### src/scpm_pkg.sv
// package for the system clock and power mode controller
// assumes a single 100 MHz clock domain for the register port and control logic
package scpm_pkg;
	// register offsets on the plain register port
	localparam logic [3:0] ADDR_STATUS  = 4'h0;
	localparam logic [3:0] ADDR_SYSCLK  = 4'h1;
	localparam logic [3:0] ADDR_FASTOSC = 4'h2;
	localparam logic [3:0] ADDR_MODE    = 4'h3;
	// status field positions
	localparam int BIT_TIMEOUT   = 5;
	localparam int BIT_POWERDOWN = 4;
	// sysclk control field positions
	localparam int BIT_SEL_LO    = 5;
	localparam int BIT_FAST_KEEP = 1;
	localparam int BIT_SLOW_KEEP = 0;
	// fast osc control field positions
	localparam int BIT_STABLE    = 1;
	localparam int BIT_ENABLE    = 0;
	// reset values, and the select code of the sub clock
	localparam logic [2:0] SEL_RESET     = 3'h0;
	localparam logic [2:0] SEL_SUB       = 3'h7;
	localparam logic       FAST_EN_RESET = 1'b1;
	localparam logic [5:0] LOW_RESET     = 6'h00;
	// oscillator figures, kHz
	localparam int FAST_OSC_KHZ = 8000;
	localparam int SLOW_OSC_KHZ = 32;
	localparam int CLK_KHZ      = 100000;
	// fast oscillator settle time in us, least time rounded up
	localparam int FAST_SETTLE_US     = 16;
	localparam int FAST_SETTLE_CYCLES = (FAST_SETTLE_US * CLK_KHZ + 999) / 1000;
	// operating modes
	typedef enum logic [2:0] {
		MODE_NORMAL,
		MODE_SLOW,
		MODE_SLEEP,
		MODE_IDLE_SUB,
		MODE_IDLE_BOTH,
		MODE_IDLE_FAST
	} scpm_mode_t;
endpackage : scpm_pkg

### src/scpm_ctrl.sv
// system clock select, fast oscillator control, halt modes and status flags
// assumes oscillator ticks arrive asynchronously as toggling levels on pins
`timescale 1ns/1ns
`default_nettype none

module scpm_ctrl
	import scpm_pkg::*;
#(
	parameter int SETTLE_CYCLES = FAST_SETTLE_CYCLES
) (
	input  wire logic       i_clock,
	input  wire logic       i_rst,
	input  wire logic [3:0] i_addr,
	input  wire logic [7:0] i_wdata,
	input  wire logic       i_wr,
	input  wire logic       i_rd,
	input  wire logic       i_halt,
	input  wire logic       i_wdt_clear,
	input  wire logic       i_wdt_timeout,
	input  wire logic       i_wdt_enable,
	input  wire logic       i_wake,
	input  wire logic       i_fast_tick,
	input  wire logic       i_slow_tick,
	output logic [7:0]      o_rdata,
	output logic            o_fast_osc_en,
	output logic            o_slow_osc_en,
	output logic            o_fast_clk_en,
	output logic            o_sub_clk_en,
	output logic            o_sys_clk_en,
	output logic            o_cpu_run,
	output logic            o_sys_src_sub,
	output logic [2:0]      o_fast_div_sel,
	output logic            o_wdt_clk_en,
	output logic            o_tb_clk_en,
	output logic [2:0]      o_mode
);
	// elaboration check, the settle counter is 16 bits
	if (SETTLE_CYCLES < 1 || SETTLE_CYCLES > 65535) begin : g_settle_chk
		$error("settle cycles out of range");
	end

	// three-stage sync, an edge is seen when second and third differ
	logic [2:0] fast_sync;
	logic [2:0] slow_sync;
	logic       fast_seen;
	logic       slow_seen;
	logic [7:0] fast_idle_cnt;
	logic [7:0] slow_idle_cnt;
	logic       fast_running;
	logic       slow_running;

	// register state
	logic [2:0]  sysclk_select;
	logic        fast_osc_idle_keep;
	logic        slow_osc_idle_keep;
	logic        fast_osc_enable;
	logic        fast_osc_stable_flag;
	logic [15:0] settle_cnt;
	logic        watchdog_timeout_flag;
	logic        powerdown_flag;
	scpm_mode_t  mode;
	logic [2:0]  active_sel;
	logic [7:0]  rdata;

	logic [2:0]  next_sysclk_select;
	logic        next_fast_osc_idle_keep;
	logic        next_slow_osc_idle_keep;
	logic        next_fast_osc_enable;
	logic        next_fast_osc_stable_flag;
	logic [15:0] next_settle_cnt;
	logic        next_watchdog_timeout_flag;
	logic        next_powerdown_flag;
	scpm_mode_t  next_mode;
	logic [2:0]  next_active_sel;
	logic [7:0]  next_rdata;
	logic [7:0]  next_fast_idle_cnt;
	logic [7:0]  next_slow_idle_cnt;

	always_ff @(posedge i_clock or posedge i_rst) begin
		if (i_rst) begin
			fast_sync <= 3'h0;
			slow_sync <= 3'h0;
		end else begin
			fast_sync <= {fast_sync[1:0], i_fast_tick};
			slow_sync <= {slow_sync[1:0], i_slow_tick};
		end
	end
	assign fast_seen = fast_sync[2] ^ fast_sync[1];
	assign slow_seen = slow_sync[2] ^ slow_sync[1];
	// an oscillator is deemed running while edges keep arriving
	always_comb begin
		next_fast_idle_cnt = fast_seen ? 8'h00 :
			(fast_idle_cnt == 8'hff ? fast_idle_cnt : fast_idle_cnt + 8'h01);
		next_slow_idle_cnt = slow_seen ? 8'h00 :
			(slow_idle_cnt == 8'hff ? slow_idle_cnt : slow_idle_cnt + 8'h01);
	end

	always_ff @(posedge i_clock or posedge i_rst) begin
		if (i_rst) begin
			fast_idle_cnt <= 8'hff;
			slow_idle_cnt <= 8'hff;
		end else begin
			fast_idle_cnt <= next_fast_idle_cnt;
			slow_idle_cnt <= next_slow_idle_cnt;
		end
	end
	// slow osc period is about 3100 cycles, so idle counter only saturates
	assign fast_running = (fast_idle_cnt != 8'hff);
	assign slow_running = slow_running_f(slow_idle_cnt);
	function automatic logic slow_running_f(input logic [7:0] cnt);
		slow_running_f = (cnt != 8'hff) || slow_sync[2];
	endfunction : slow_running_f
	function automatic logic is_write(input logic [3:0] a);
		is_write = i_wr && (i_addr == a);
	endfunction : is_write

	always_comb begin
		next_sysclk_select        = sysclk_select;
		next_fast_osc_idle_keep   = fast_osc_idle_keep;
		next_slow_osc_idle_keep   = slow_osc_idle_keep;
		next_fast_osc_enable      = fast_osc_enable;
		next_fast_osc_stable_flag = fast_osc_stable_flag;
		next_settle_cnt           = settle_cnt;
		next_watchdog_timeout_flag = watchdog_timeout_flag;
		next_powerdown_flag       = powerdown_flag;
		next_mode                 = mode;
		next_active_sel           = active_sel;
		next_rdata                = 8'h00;
		if (is_write(ADDR_SYSCLK)) begin
			next_sysclk_select      = i_wdata[BIT_SEL_LO +: 3];
			next_fast_osc_idle_keep = i_wdata[BIT_FAST_KEEP];
			next_slow_osc_idle_keep = i_wdata[BIT_SLOW_KEEP];
		end
		if (is_write(ADDR_FASTOSC)) begin
			next_fast_osc_enable = i_wdata[BIT_ENABLE];
			if (i_wdata[BIT_ENABLE] && !fast_osc_enable) begin
				next_fast_osc_stable_flag = 1'b0;
				next_settle_cnt = 16'(SETTLE_CYCLES);
			end else if (!i_wdata[BIT_ENABLE]) begin
				next_fast_osc_stable_flag = 1'b0;
			end
		end else if (fast_osc_enable && !fast_osc_stable_flag && fast_running) begin
			if (settle_cnt <= 16'h0001) begin
				next_fast_osc_stable_flag = 1'b1;
			end else begin
				next_settle_cnt = settle_cnt - 16'h0001;
			end
		end
		if (i_wdt_clear || i_halt) begin
			next_watchdog_timeout_flag = 1'b0;
		end
		if (i_wdt_timeout) begin
			next_watchdog_timeout_flag = 1'b1;
		end
		if (i_wdt_clear) begin
			next_powerdown_flag = 1'b0;
		end
		if (i_halt) begin
			next_powerdown_flag = 1'b1;
		end
		// change over only on running source
		if (sysclk_select != active_sel) begin
			if (sysclk_select == SEL_SUB ? slow_running
				: (fast_running && fast_osc_stable_flag)) begin
				next_active_sel = sysclk_select;
			end
		end
		case (mode)
			MODE_NORMAL, MODE_SLOW: begin
				if (i_halt) begin
					case ({fast_osc_idle_keep, slow_osc_idle_keep})
						2'b00:   next_mode = MODE_SLEEP;
						2'b01:   next_mode = MODE_IDLE_SUB;
						2'b11:   next_mode = MODE_IDLE_BOTH;
						default: next_mode = MODE_IDLE_FAST;
					endcase
				end else begin
					next_mode = (active_sel == SEL_SUB) ? MODE_SLOW : MODE_NORMAL;
				end
			end
			MODE_SLEEP, MODE_IDLE_SUB, MODE_IDLE_BOTH, MODE_IDLE_FAST: begin
				if (i_wake) begin
					next_mode = (active_sel == SEL_SUB) ? MODE_SLOW : MODE_NORMAL;
				end
			end
			default: next_mode = MODE_NORMAL;
		endcase
		if (i_rd) begin
			case (i_addr)
				ADDR_STATUS: begin
					next_rdata[BIT_TIMEOUT]   = watchdog_timeout_flag;
					next_rdata[BIT_POWERDOWN] = powerdown_flag;
				end
				ADDR_SYSCLK: begin
					next_rdata[BIT_SEL_LO +: 3]  = sysclk_select;
					next_rdata[BIT_FAST_KEEP]    = fast_osc_idle_keep;
					next_rdata[BIT_SLOW_KEEP]    = slow_osc_idle_keep;
				end
				ADDR_FASTOSC: begin
					next_rdata[BIT_STABLE] = fast_osc_stable_flag;
					next_rdata[BIT_ENABLE] = fast_osc_enable;
				end
				ADDR_MODE: next_rdata = {5'h00, mode};
				default:   next_rdata = 8'h00;
			endcase
		end
	end

	always_ff @(posedge i_clock or posedge i_rst) begin
		if (i_rst) begin
			sysclk_select         <= SEL_RESET;
			fast_osc_idle_keep    <= 1'b0;
			slow_osc_idle_keep    <= 1'b0;
			fast_osc_enable       <= FAST_EN_RESET;
			fast_osc_stable_flag  <= 1'b0;
			settle_cnt            <= 16'(SETTLE_CYCLES);
			watchdog_timeout_flag <= 1'b0;
			powerdown_flag        <= 1'b0;
			mode                  <= MODE_NORMAL;
			active_sel            <= SEL_RESET;
			rdata                 <= 8'h00;
		end else begin
			sysclk_select         <= next_sysclk_select;
			fast_osc_idle_keep    <= next_fast_osc_idle_keep;
			slow_osc_idle_keep    <= next_slow_osc_idle_keep;
			fast_osc_enable       <= next_fast_osc_enable;
			fast_osc_stable_flag  <= next_fast_osc_stable_flag;
			settle_cnt            <= next_settle_cnt;
			watchdog_timeout_flag <= next_watchdog_timeout_flag;
			powerdown_flag        <= next_powerdown_flag;
			mode                  <= next_mode;
			active_sel            <= next_active_sel;
			rdata                 <= next_rdata;
		end
	end

	// clock gating outputs, all registered
	logic sub_sel;
	logic n_fast_clk;
	logic n_sub_clk;
	logic n_sys_clk;
	logic n_slow_osc;
	logic n_fast_osc;
	// follows the select being registered, so sysclk gate and source flag agree
	assign sub_sel = (next_active_sel == SEL_SUB);
	always_comb begin
		n_fast_clk = 1'b1;
		n_sub_clk  = 1'b1;
		n_sys_clk  = 1'b1;
		n_slow_osc = 1'b1;
		// fast osc follows enable in slow
		n_fast_osc = fast_osc_enable || !sub_sel;
		case (next_mode)
			MODE_NORMAL: n_fast_osc = 1'b1;
			MODE_SLOW:   n_fast_clk = n_fast_osc;
			MODE_SLEEP: begin
				n_fast_osc = 1'b0;
				n_fast_clk = 1'b0;
				n_sub_clk  = 1'b0;
				n_sys_clk  = 1'b0;
				n_slow_osc = i_wdt_enable;
			end
			MODE_IDLE_SUB: begin
				n_fast_osc = 1'b0;
				n_fast_clk = 1'b0;
				n_sys_clk  = sub_sel;
			end
			MODE_IDLE_BOTH: n_fast_osc = 1'b1;
			MODE_IDLE_FAST: begin
				n_fast_osc = 1'b1;
				n_sub_clk  = 1'b0;
				n_sys_clk  = !sub_sel;
			end
			default: n_fast_osc = 1'b1;
		endcase
	end

	always_ff @(posedge i_clock or posedge i_rst) begin
		if (i_rst) begin
			o_fast_osc_en  <= 1'b1;
			o_slow_osc_en  <= 1'b1;
			o_fast_clk_en  <= 1'b1;
			o_sub_clk_en   <= 1'b1;
			o_sys_clk_en   <= 1'b1;
			o_cpu_run      <= 1'b1;
			o_sys_src_sub  <= 1'b0;
			o_fast_div_sel <= SEL_RESET;
			o_wdt_clk_en   <= 1'b1;
			o_tb_clk_en    <= 1'b1;
			o_mode         <= 3'h0;
		end else begin
			o_fast_osc_en  <= n_fast_osc;
			o_slow_osc_en  <= n_slow_osc;
			o_fast_clk_en  <= n_fast_clk;
			o_sub_clk_en   <= n_sub_clk && n_slow_osc;
			o_sys_clk_en   <= n_sys_clk;
			o_cpu_run      <= (next_mode == MODE_NORMAL) || (next_mode == MODE_SLOW);
			o_sys_src_sub  <= (next_active_sel == SEL_SUB);
			o_fast_div_sel <= next_active_sel;
			o_wdt_clk_en   <= n_slow_osc;
			o_tb_clk_en    <= n_sub_clk || n_fast_clk;
			o_mode         <= next_mode;
		end
	end
	assign o_rdata = rdata;
endmodule : scpm_ctrl

`default_nettype wire

### config.mk
export PLATFORM = sky130hd
export DESIGN_NAME = scpm_ctrl
export DESIGN_NICKNAME = d
export VERILOG_FILES = /design/src/scpm_pkg.sv /design/src/scpm_ctrl.sv
export SDC_FILE = /design/constraint.sdc
export NUM_CORES = 1
export LEC_CHECK = 0
export ABC_AREA = 1
export BUFFER_PORTS_ARGS = -buffer_cell sky130_fd_sc_hd__buf_2
export CAP_MARGIN = 10
export CORE_ASPECT_RATIO = 0.6
export CORE_MARGIN = 2
export CORE_UTILIZATION = 62
export CTS_BUF_LIST = sky130_fd_sc_hd__clkbuf_16
export DETAILED_ROUTE_END_ITERATION = 8
export PLACE_DENSITY = 0.83
export SYNTH_ARGS = -nofsm -noshare
export SYNTH_HDL_FRONTEND = slang
export SYNTH_SLANG_ARGS = --single-unit
### constraint.sdc
create_clock -name i_clock -period 4.2 [get_ports i_clock]
set_input_delay 0.21 -clock i_clock [delete_from_list [all_inputs] [get_ports i_clock]]
set_output_delay 0.21 -clock i_clock [all_outputs]
set_load 0.01 [all_outputs]
==> results of run 1 <==
layout by cell type, fill, tap and decap left out, types with 2 or more instances in the layout:
cell type and n:
a211oi_1 6, a21oi_1 10, a31oi_1 2, buf_2 41, clkbuf_16 9, clkinvlp_4 4, dfrtp_1 41, dfstp_2 26
dlygate4sd3_1 3, ha_1 8, inv_1 47, inv_2 4, mux2_2 3, nand2_1 66, nand2_2 9, nand2_4 5
nand3_1 26, nand3_2 2, nand4_1 9, nor2_1 44, nor2_2 2, nor2_4 6, nor3_1 8, o21ai_0 20
o21ai_1 10, o22ai_1 3, xnor2_1 5, xor2_1 9
layout make-up:
cell class	count	area (um^2)	area share [%]
Clock buffer	9	225.2	5.675
Clock inverter	7	68.82	1.734
Sequential cell	67	1709	43.06
Tap cell	66	82.58	2.081
Inverter	51	191.4	4.823
Multi-Input combinational cell	262	1449	36.51
Timing Repair Buffer	45	242.7	6.116
metal layers:
layer  part of all wire [%]  GRT usage [%]  up-vias
met3                    6.1          8.967       12
met1                     48          36.57     1294
li1                       -              -     1354
met5                      0              0        -
met2                     44          40.93      107
met4                    1.3          8.415        0
how the worst min path moves through the flow:
stage            startpoint  slack [ns]                    end  cells past startpoint
2_1_floorplan   i_fast_tick        0.24           fast_sync[0]                      0
3_3_place_gp          i_rst        0.11           fast_sync[2]                      2
3_5_place_dp          i_rst        0.12           fast_sync[1]                      2
4_1_cts        i_wdt_enable        0.06           o_wdt_clk_en                      2
5_1_grt         i_wdt_clear        0.07  watchdog_timeout_flag                      2
6_report       i_wdt_enable        0.06           o_wdt_clk_en                      2
per-stage QoR:
stage          util [%]  total power, mW  cells  worst slack [ns]  hold slack [ns]
2_1_floorplan         -            1.502    386             2.350           0.2414
3_3_place_gp      70.36            1.650    488             2.298           0.1137
3_5_place_dp      70.36            1.689    488             2.241           0.1156
4_1_cts           76.62            2.438    507             2.225          0.05769
5_1_grt           76.62            2.584    507             2.082          0.06838
6_report          76.62            2.443    507             2.224          0.06377
state kept, by name (all words and copies together), names as in the netlist, 3 cells and up:
| signal | flops |
|---|---|
| slow_idle_cnt | 8 |
| settle_cnt | 16 |
| slow_sync | 3 |
| o_mode | 3 |
| sysclk_select | 3 |
| o_rdata | 7 |
| fast_sync | 3 |
| o_fast_div_sel | 3 |
| fast_idle_cnt | 8 |
cell families after synthesis:
kind of cell | synth area share [%]
other cells | 0.1101
buf+inv | 7.274
fa+ha+maj | 2.939
flops | 50.18
xor+xnor | 3.600
simple gates | 25.61
compound gates | 9.295
mux | 0.9918
power groups by stage:
stage / Clock (mW) / Sequential [mW] / Combinational, mW
2_1_floorplan: 0 / 0.940 / 0.562
3_3_place_gp: 0 / 0.941 / 0.709
3_5_place_dp: 0 / 0.946 / 0.743
4_1_cts: 0.746 / 0.941 / 0.751
5_1_grt: 0.770 / 0.965 / 0.849
6_report: 0.735 / 0.946 / 0.762
what timing repair did:
action / in CTS / in global routing
endpoints found under the setup margin: 0 / 0
hold endpoints to repair: 10 / 0
hold buffers: 3 / 0
==> flow_summary.yaml, run 1 <==
run_status:
  outcome: "completed"
layout:
  final_net_count: 467
  diodes: 0
  fill_cells: 349
  drive_above_1_share_pct: 26.30
  syn2layout_area_growth_pct: 16.53
  stdcell_area_mm2: 0.003969
power_and_ir_drop:
  powerDensity_mw_per_mm2: 615.5
  p_seq_share_pct: 38.7
  swShare_pct: 37.13
  comb_power_share_pct: 31.2
  power.leakage_nw: 1.896
  ir_worst_vdd_mv: 0.4931
  internal_power_mw: 1.536
  p_switching_mw: 0.9069
  p_clk_share_pct: 30.1
clock_network:
  clkTransAtPathRegs_ns: 0.05
  cts_setup_buffers: 0
  cts_buffer_depth: 2
  cts.repair.resized: 0
  cts_root_buffer: "clkbuf_16"
  cts_buffers: 9
  cts_tree: "built"
  clk-insertion-delay-late_ns: 0.33
  clock-sinks: 67
  cts.htree.levels: 3
worst_setup_path:
  r2r_slack_ns: 2.22
  critPathLaunch: "fast_idle_cnt[0]"
  crit_fanout: 23
  cp-start-kind: "flop"
  timing.rr.start: "fast_idle_cnt[0]"
  crit_slowest_cell: "dfstp_2"
  crit_end: "settle_cnt[11]"
  max_stage_delay_ns: 0.55
  setup.worst_path.end_class: "flop"
  path_depth: 11
  cp_common_cell: "nand2_1"
  cp_num_buf_inv: 1
  crit_type: "reg -> reg"
  path_cells: "ha_1, nand2_1, nor2_2, nand2_4, nand3_1, nand2_1, nand3_2, nand2_4, inv_2, nand2_1, o21ai_1"
  timing.rr.end: "settle_cnt[11]"
  cp_top_family: "simple AND/OR/NAND/NOR gates"
  r2r_cells: 11
  crit_required_ns: 4.46
  cp.arrival_ns: 2.23
placed_design:
  gp_congestion: 0.9401
  place_hpwl_um: 5137
  port_buffers: 41
  placed_area_mm2: 0.003645
global_route:
  grt_pass1_vias: 2671
  gr-total-overflow: 0
  grt_use_total_pct: 26.58
  grt_max_degree: 60
  antenna_found_initial: 0
  grt_pass1_wl_um: 12290
detailed_routing:
  drt-total-wl_um: 7314
  drt-vias-per-instance: 5.458
  drt_iter0_drc: 208
  dr.pass1.iters: 5
  ant_nets: 0
  via_count: 2767
  route.detailed.drc: 0
  wl_per_cell_um: 14.43
timing:
  fin_skew_ns: 0.005884
  timing.final.hold_violations: 0
  max_freq_mhz: 506.0
  maxSlewHeadroom_pct: 51.56
  tightest_slew_ns: 0.7266
  layout_min_cycle_time_ns: 1.976
  setup_tns_ns: 0
  rsz0062_at_grt: "false"
  fin_crit_sh_pct: 47.06
  finalSetupViolCount: 0
  drv_slew: 0
synthesis:
  yosys_warnings: 0
  yosys.area.top_type: "dfrtp_1"
  synth-async-reset-ratio_pct: 100.0
  synthTopCellsByArea: "dfrtp_1 30%, dfstp_2 20%, nand2_1 7.3%, inv_1 5.3%, nor2_1 4.8%"
  synth_area_per_cell_um2: 8.823
  yosysMostFrequentCell: "nand2_1"
  yosys-top-cells-count: "66 x nand2_1, 48 x inv_1, 44 x nor2_1"
  synthesis.area_mm2: 0.003406
  netlist.area_leader.share_pct: 30.12
  synthDistinctLibCells: 35
  synthCells: 386
  synth-edff-count: 0
  synth_seq_area_share_pct: 50.18
  syn_nets: 417
  ys_seq_elements: 67
  synth-main-ff-cell: "dfrtp_1"
floorplan:
  die_w_um: 99.69
  fp.dieH_um: 61.41
  rows: 20
  io_pins: 46
  core_mm2: 0.005180
  start_util_pct: 65.75
  dieArea_mm2: 0.006122
worst_hold_path:
  hold_path.class: "in -> reg"
job:
  cap_violations: 0
No activity file was read; power rests on OpenSTA's default activity.
==> inputs of run 2 (changes only) <==
- CORE_UTILIZATION: 62 -> 52
- PLACE_DENSITY: 0.83 -> 0.74
- clock period: 4.2 -> 1.76 ns (I/O delays scaled with it)
==> run 2 against run 1 <==
  * Final cell count increased by 10%
  * Via count rose by 4.8%
  * First-iteration DRC count grew 2.9%
  * Routed wire length up 9.4%
  * Register-to-register slack worse by 2.2 ns
  * Total power rose to 2.5 times the previous value
  * Utilization is 5.7 points lower
  * Combinational power rose to 3.1 times the previous value
  * Critical path type unchanged
  * Largest cell class unchanged
  * Largest power group is now combinational cells
==> flow_summary.yaml, run 2 (synthesis results as in run 1) <==
run_status:
  outcome: "completed"
power_and_ir_drop:
  powerDensity_mw_per_mm2: 1400
  power.leakage_nw: 2.120
  ir_worst_vdd_mv: 0.8475
  power_mw: 6.176
worst_setup_path:
  cp.arrival_ns: 1.97
  crit_type: "reg -> reg"
  path_cells: "ha_4, nand2_2, inv_2, nand2_4, nor2_4, nand2_4, nand2_4, nand2_4, nand2_4, nand2_4, nor2_4, nand3_2, nand2_1"
  crit_fanout: 4
  crit_slowest_cell: "dfstp_2"
  cp-start-kind: "flop"
  setup.worst_path.end_class: "flop"
  crit_required_ns: 2.03
  cp_common_cell: "nand2_4"
  max_stage_delay_ns: 0.55
layout:
  top_regs: "settle_cnt (16), fast_idle_cnt (8), slow_idle_cnt (8)"
  final_core_util_pct: 70.92
  drive_above_1_share_pct: 34.32
  final_cell_mix: "58 x nand2_1, 45 x inv_1, 43 x nor2_1"
  largest_register_ffs: 16
  final_common_cell: "nand2_1"
  syn2layout_area_growth_pct: 29.54
  stdcell_area_mm2: 0.004412
  diodes: 0
  largest_register: "settle_cnt"
  final_net_count: 501
placed_design:
  pre_cts_slack_ns: -0.04317
  place_hpwl_um: 5372
  gp_congestion: 0.9138
  port_buffers: 41
  placed_area_mm2: 0.003830
floorplan:
  io_pins: 46
  dieArea_mm2: 0.007234
  start_util_pct: 54.75
  fp.dieH_um: 66.69
  core_mm2: 0.006221
  die_w_um: 108.5
  rows: 22
clock_network:
  cts_tree: "built"
  clkTransAtPathRegs_ns: 0.06
  cts.htree.levels: 3
  clock-sinks: 67
  cts_buffer_depth: 2
  cts_buffers: 9
  clk-insertion-delay-late_ns: 0.33
  cts_root_buffer: "clkbuf_16"
worst_hold_path:
  hold_path.class: "in -> reg"
global_route:
  gr-total-overflow: 0
  grt_use_total_pct: 23.16
  antenna_found_initial: 0
  grt_max_degree: 44
  grt_pass1_vias: 2690
  grt_pass1_wl_um: 12580
detailed_routing:
  ant_nets: 0
  route.detailed.drc: 0
  dr.pass1.iters: 5
  drt_iter0_drc: 214
  drt-total-wl_um: 8004
  drt-vias-per-instance: 5.188
  via_count: 2900
  wl_per_cell_um: 14.32
timing:
  drv_slew: 0
  worst_slack_ns: 0.06722
  fin_skew_ns: 0.006487
  finalSetupViolCount: 0
  layout_min_cycle_time_ns: 1.693
  rsz0062_at_grt: "true"
  timing.final.hold_violations: 0
  max_freq_mhz: 590.7
  fin_crit_sh_pct: 96.18
job:
  cap_violations: 0
run 2: cell count changes in the layout (fill, tap and decap cells not counted), moves of 3 or more:
cell | previous run | this run
nand2_4 | 5 | 14
buf_4 | 1 | 26
dlygate4sd3_1 | 3 | 9
nand3_1 | 26 | 23
nand2_1 | 66 | 58
run 2: area by class of cell:
type | count | area [um^2]
multi-input cells | 264 | 1623
repair buffers | 77 | 510.5
clock buffers | 9 | 225.2
well taps | 84 | 105.1
flip-flops and latches | 67 | 1709
fillers | 446 | 1809
clock inverters | 7 | 37.54
inverters | 51 | 201.4
run 2: path summary, 6_finish.rpt:
path | cells after the start | startpoint | end | slack, ns
worst max-delay path | 13 | slow_idle_cnt[1] | o_sys_clk_en | 0.07
worst min-delay path | 2 | i_wdata[7] | sysclk_select[2] | 0.01
worst max register to register | 13 | slow_idle_cnt[1] | o_sys_clk_en | 0.07
worst min register to register | 0 | fast_sync[0] | fast_sync[1] | 0.34
max in group asynchronous | 4 | i_rst | settle_cnt[6] | 0.98
min in group asynchronous | 3 | i_rst | slow_idle_cnt[5] | 0.44
run 2: where the power goes:
group	switching, mW	leakage (nW)	internal [mW]	total [mW]
sequential	0.326	0.789	1.94	2.26
combinational	1.43	1.20	0.917	2.34
clock	0.635	0.130	0.933	1.57
total	2.39	2.12	3.79	6.18
run 2: stage by stage:
stage | TNS [ns] | hold slack [ns] | cells
detailed placement | -0.2103 | 0.2075 | 526
global route | -0.09658 | 0.001898 | 559
global placement | 0 | 0.1981 | 526
finish | 0 | 0.01345 | 559
CTS | 0 | 0.01300 | 551
floorplan | 0 | 0.1194 | 386
run 2: per-layer routing:
metal	share of wire (%)	routed length [um]	vias up	track usage, %
met2	44	3507	126	34.14
met5	0	0	-	0
met3	7.0	560	13	6.360
met1	48	3850	1342	33.27
met4	1.1	87	0	6.891
li1	-	-	1419	-
run 2: repair_timing:
| item | in CTS | in global routing |
|---|---|---|
| setup buffers | 0 | 6 |
| hold endpoints to repair | 55 | 0 |
| endpoints found under the setup margin | 11 | 23 |
| gates resized for setup | 3 | 38 |
| hold buffers | 9 | 0 |
| pin swaps | 1 | 17 |
| gates cloned | 0 | 2 |
run 2: worst max-delay path, delay by kind of cell, from the launching register on:
family,cells,cell delay [ns]
AND/OR/NAND/NOR,11,0.88
buffers and inverters,1,0.07
flip-flops,1,0.55
adder cells (fa/ha/maj),1,0.14
==> inputs of run 3 (changes only) <==
- ABC_AREA: 1 -> 0
- CORE_UTILIZATION: 52 -> 57
- PLACE_DENSITY: 0.74 -> 0.77
- clock period: 1.76 -> 1.7 ns (I/O delays scaled with it)
==> run 3 against run 2 <==
  * The run now ends with setup timing left
  * Total power rose by 20%
  * Final cell count fell by 3.0%
  * Sequential cell count did not move
  * Die area fell by 11%
  * Final area rose by 13%
  * Sequential share of layout area fell by 4.6 points
  * Synthesized cell count fell by 19%
  * Non-clock buffer count rose by 69
  * Routed wire length rose by 65%
  * Clock-buffer cell count did not move
  * Critical path type unchanged
  * Largest cell class is now multi-input combinational cells
==> flow_summary.yaml, run 3 <==
layout:
  fill_cells: 196
  regArea_mm2: 0.001710
  syn2layout_area_growth_pct: 52.23
  final_net_count: 488
  final_common_cell: "buf_4"
  largest_register_ffs: 16
  top_regs: "settle_cnt (16), fast_idle_cnt (8), slow_idle_cnt (8)"
  diodes: 0
  fin_cells: 542
  multi_input_area_mm2: 0.001819
  largest_register: "settle_cnt"
  final_cell_mix: "81 x buf_4, 41 x buf_2, 40 x dfrtp_1"
  drive_above_1_share_pct: 54.11
placed_design:
  place_hpwl_um: 5889
  pre_cts_slack_ns: -0.5848
  port_buffers: 41
  gp_congestion: 0.9084
  dp_cells: 490
run_status:
  violations: "setup timing"
  outcome: "finished with violations"
worst_setup_path:
  cp.arrival_ns: 2.70
  crit_fanout: 4
  cp_top_family: "simple AND/OR/NAND/NOR gates"
  max_stage_delay_ns: 0.55
  crit_slowest_cell: "or4_4"
  cp_common_cell: "or4_4"
  cp_num_buf_inv: 0
  path_cells: "or4_4, or3_4, or4_4, or4_1, nand2_1"
  crit_required_ns: 1.97
  cp-start-kind: "flop"
  crit_type: "reg -> reg"
  setup.worst_path.end_class: "flop"
timing:
  tightest_slew_ns: 0.6322
  finalSetupViolCount: 30
  drv_slew: 0
  layout_min_cycle_time_ns: 2.436
  maxSlewHeadroom_pct: 57.53
  timing.final.hold_violations: 0
  worst_slack_ns: -0.7357
  hold_ws_ns: 0.002596
  max_freq_mhz: 410.6
  fin_crit_sh_pct: 143.3
  rsz0062_at_grt: "true"
  fin_skew_ns: 0.01021
  setup_tns_ns: -10.85
detailed_routing:
  ant_nets: 0
  drt-vias-per-instance: 6.672
  drt-total-wl_um: 13210
  drt_iter0_drc: 442
  dr.pass1.iters: 9
  via_count: 3616
  route.detailed.drc: 0
  wl_per_cell_um: 24.36
synthesis:
  synthMuxAreaShare_pct: 4.260
  synthSimpleGateAreaFrac_pct: 22.33
  syn_nets: 345
  synth_top_family_by_area: "simple AND/OR/NAND/NOR gates"
  synth-async-reset-ratio_pct: 100.0
  yosysMostFrequentCell: "dfrtp_1"
  yosys_warnings: 0
  netlist.area_leader.share_pct: 31.19
  synth_fa_ha_area_share_pct: 3.043
  ys_seq_elements: 67
  synth_compound_area_share_pct: 12.25
  synthTopCellsByArea: "dfrtp_1 31%, dfstp_2 21%, nand2_1 3.1%, ha_1 3.0%, nor2_1 2.9%"
  synthCells: 314
  yosys.area.top_type: "dfrtp_1"
  synth-main-ff-cell: "dfrtp_1"
  synthXorXnorAreaFrac_pct: 2.929
  synthesis.area_mm2: 0.003289
  yosys-top-cells-count: "41 x dfrtp_1, 27 x nand2_1, 26 x dfstp_2"
  synth_seq_area_share_pct: 51.96
  synthDistinctLibCells: 59
  synth-edff-count: 0
  synth_area_per_cell_um2: 10.48
power_and_ir_drop:
  power.leakage_nw: 2.247
  power_mw: 7.419
  powerDensity_mw_per_mm2: 1482
  ir_worst_vdd_mv: 1.169
job:
  cap_violations: 0
worst_hold_path:
  hold_path.class: "in -> reg"
clock_network:
  cts.htree.levels: 3
  clock-sinks: 67
  clk-insertion-delay-late_ns: 0.34
  clkTransAtPathRegs_ns: 0.06
  cts_buffers: 9
  cts_tree: "built"
  cts_root_buffer: "clkbuf_16"
  cts_buffer_depth: 2
global_route:
  gr-total-overflow: 0
  grt_pass1_wl_um: 16930
  grt_use_total_pct: 35.10
  grt_max_degree: 68
  antenna_found_initial: 0
  grt_pass1_vias: 3353
floorplan:
  io_pins: 46
  start_util_pct: 59.05
  core_mm2: 0.005570
  rows: 21
  dieArea_mm2: 0.006415
  die_w_um: 102.1
  fp.dieH_um: 62.85
## run 3: cell types whose count changed in the layout (fill, tap and decap cells not counted), moves of 8 or more
cell,previous run,this run
inv_1,45,10
nor2_1,43,23
buf_4,26,81
nand2_4,14,0
or4_4,0,8
nand2_1,58,21
buf_6,0,15
nand3_1,23,9
o21ai_0,18,6
## run 3: metal layers
layer	GRT usage, %	share of wire, %	up-vias
li1	-	-	1436
met1	44.65	37	1688
met2	55.43	44	370
met3	11.97	12	122
met4	13.50	7.7	0
met5	0	0	-
## run 3: per-stage QoR
stage / utilization [%] / area (um^2)
3_5_place_dp: 74.12 / 4129
3_3_place_gp: 74.12 / 4129
2_1_floorplan: - / 3378
6_report: 89.89 / 5007
5_1_grt: 89.89 / 5007
4_1_cts: 85.76 / 4777
## run 3: cells by family after synthesis
family / after synthesis
DFF: 67
xor gates and xnor gates: 11
and+or+nand+nor: 132
buffers and inverters: 24
adders and majority gates: 8
muxes: 13
AOI/OAI and AO/OA: 58
other: 1
## run 3: area by class of cell
type / count / share of cell area [%]
clock buffers: 9 / 4.498
clock inverters: 7 / 0.5747
inverters: 10 / 0.8246
multi-input cells: 223 / 36.33
flip-flops and latches: 67 / 34.16
well taps: 80 / 1.999
repair buffers: 146 / 21.61
## run 3: final timing paths
check                              start          endpoint  slack [ns]  cells after the start
max                        settle_cnt[8]    settle_cnt[13]       -0.74                      5
min                           i_wdata[5]  sysclk_select[0]       0.003                      2
max reg2reg                settle_cnt[8]    settle_cnt[13]       -0.74                      5
min reg2reg                 fast_sync[0]      fast_sync[1]        0.35                      0
max in group asynchronous          i_rst  fast_idle_cnt[1]        0.94                      4
min in group asynchronous          i_rst     settle_cnt[5]        0.40                      4
## run 3: power by group
group          internal (mW)  total, mW  switching (mW)
clock                  0.955       1.66           0.704
combinational           1.61       3.43            1.81
sequential              2.03       2.33           0.308
total                   4.60       7.42            2.82
## run 3: timing repair
action,in CTS,in global routing
cloned,1,0
resized for setup,42,40
buffers inserted,20,11
endpoints found under the hold margin,48,0
hold buffers,8,0
pin swaps,27,30
setup endpoints to repair,30,35
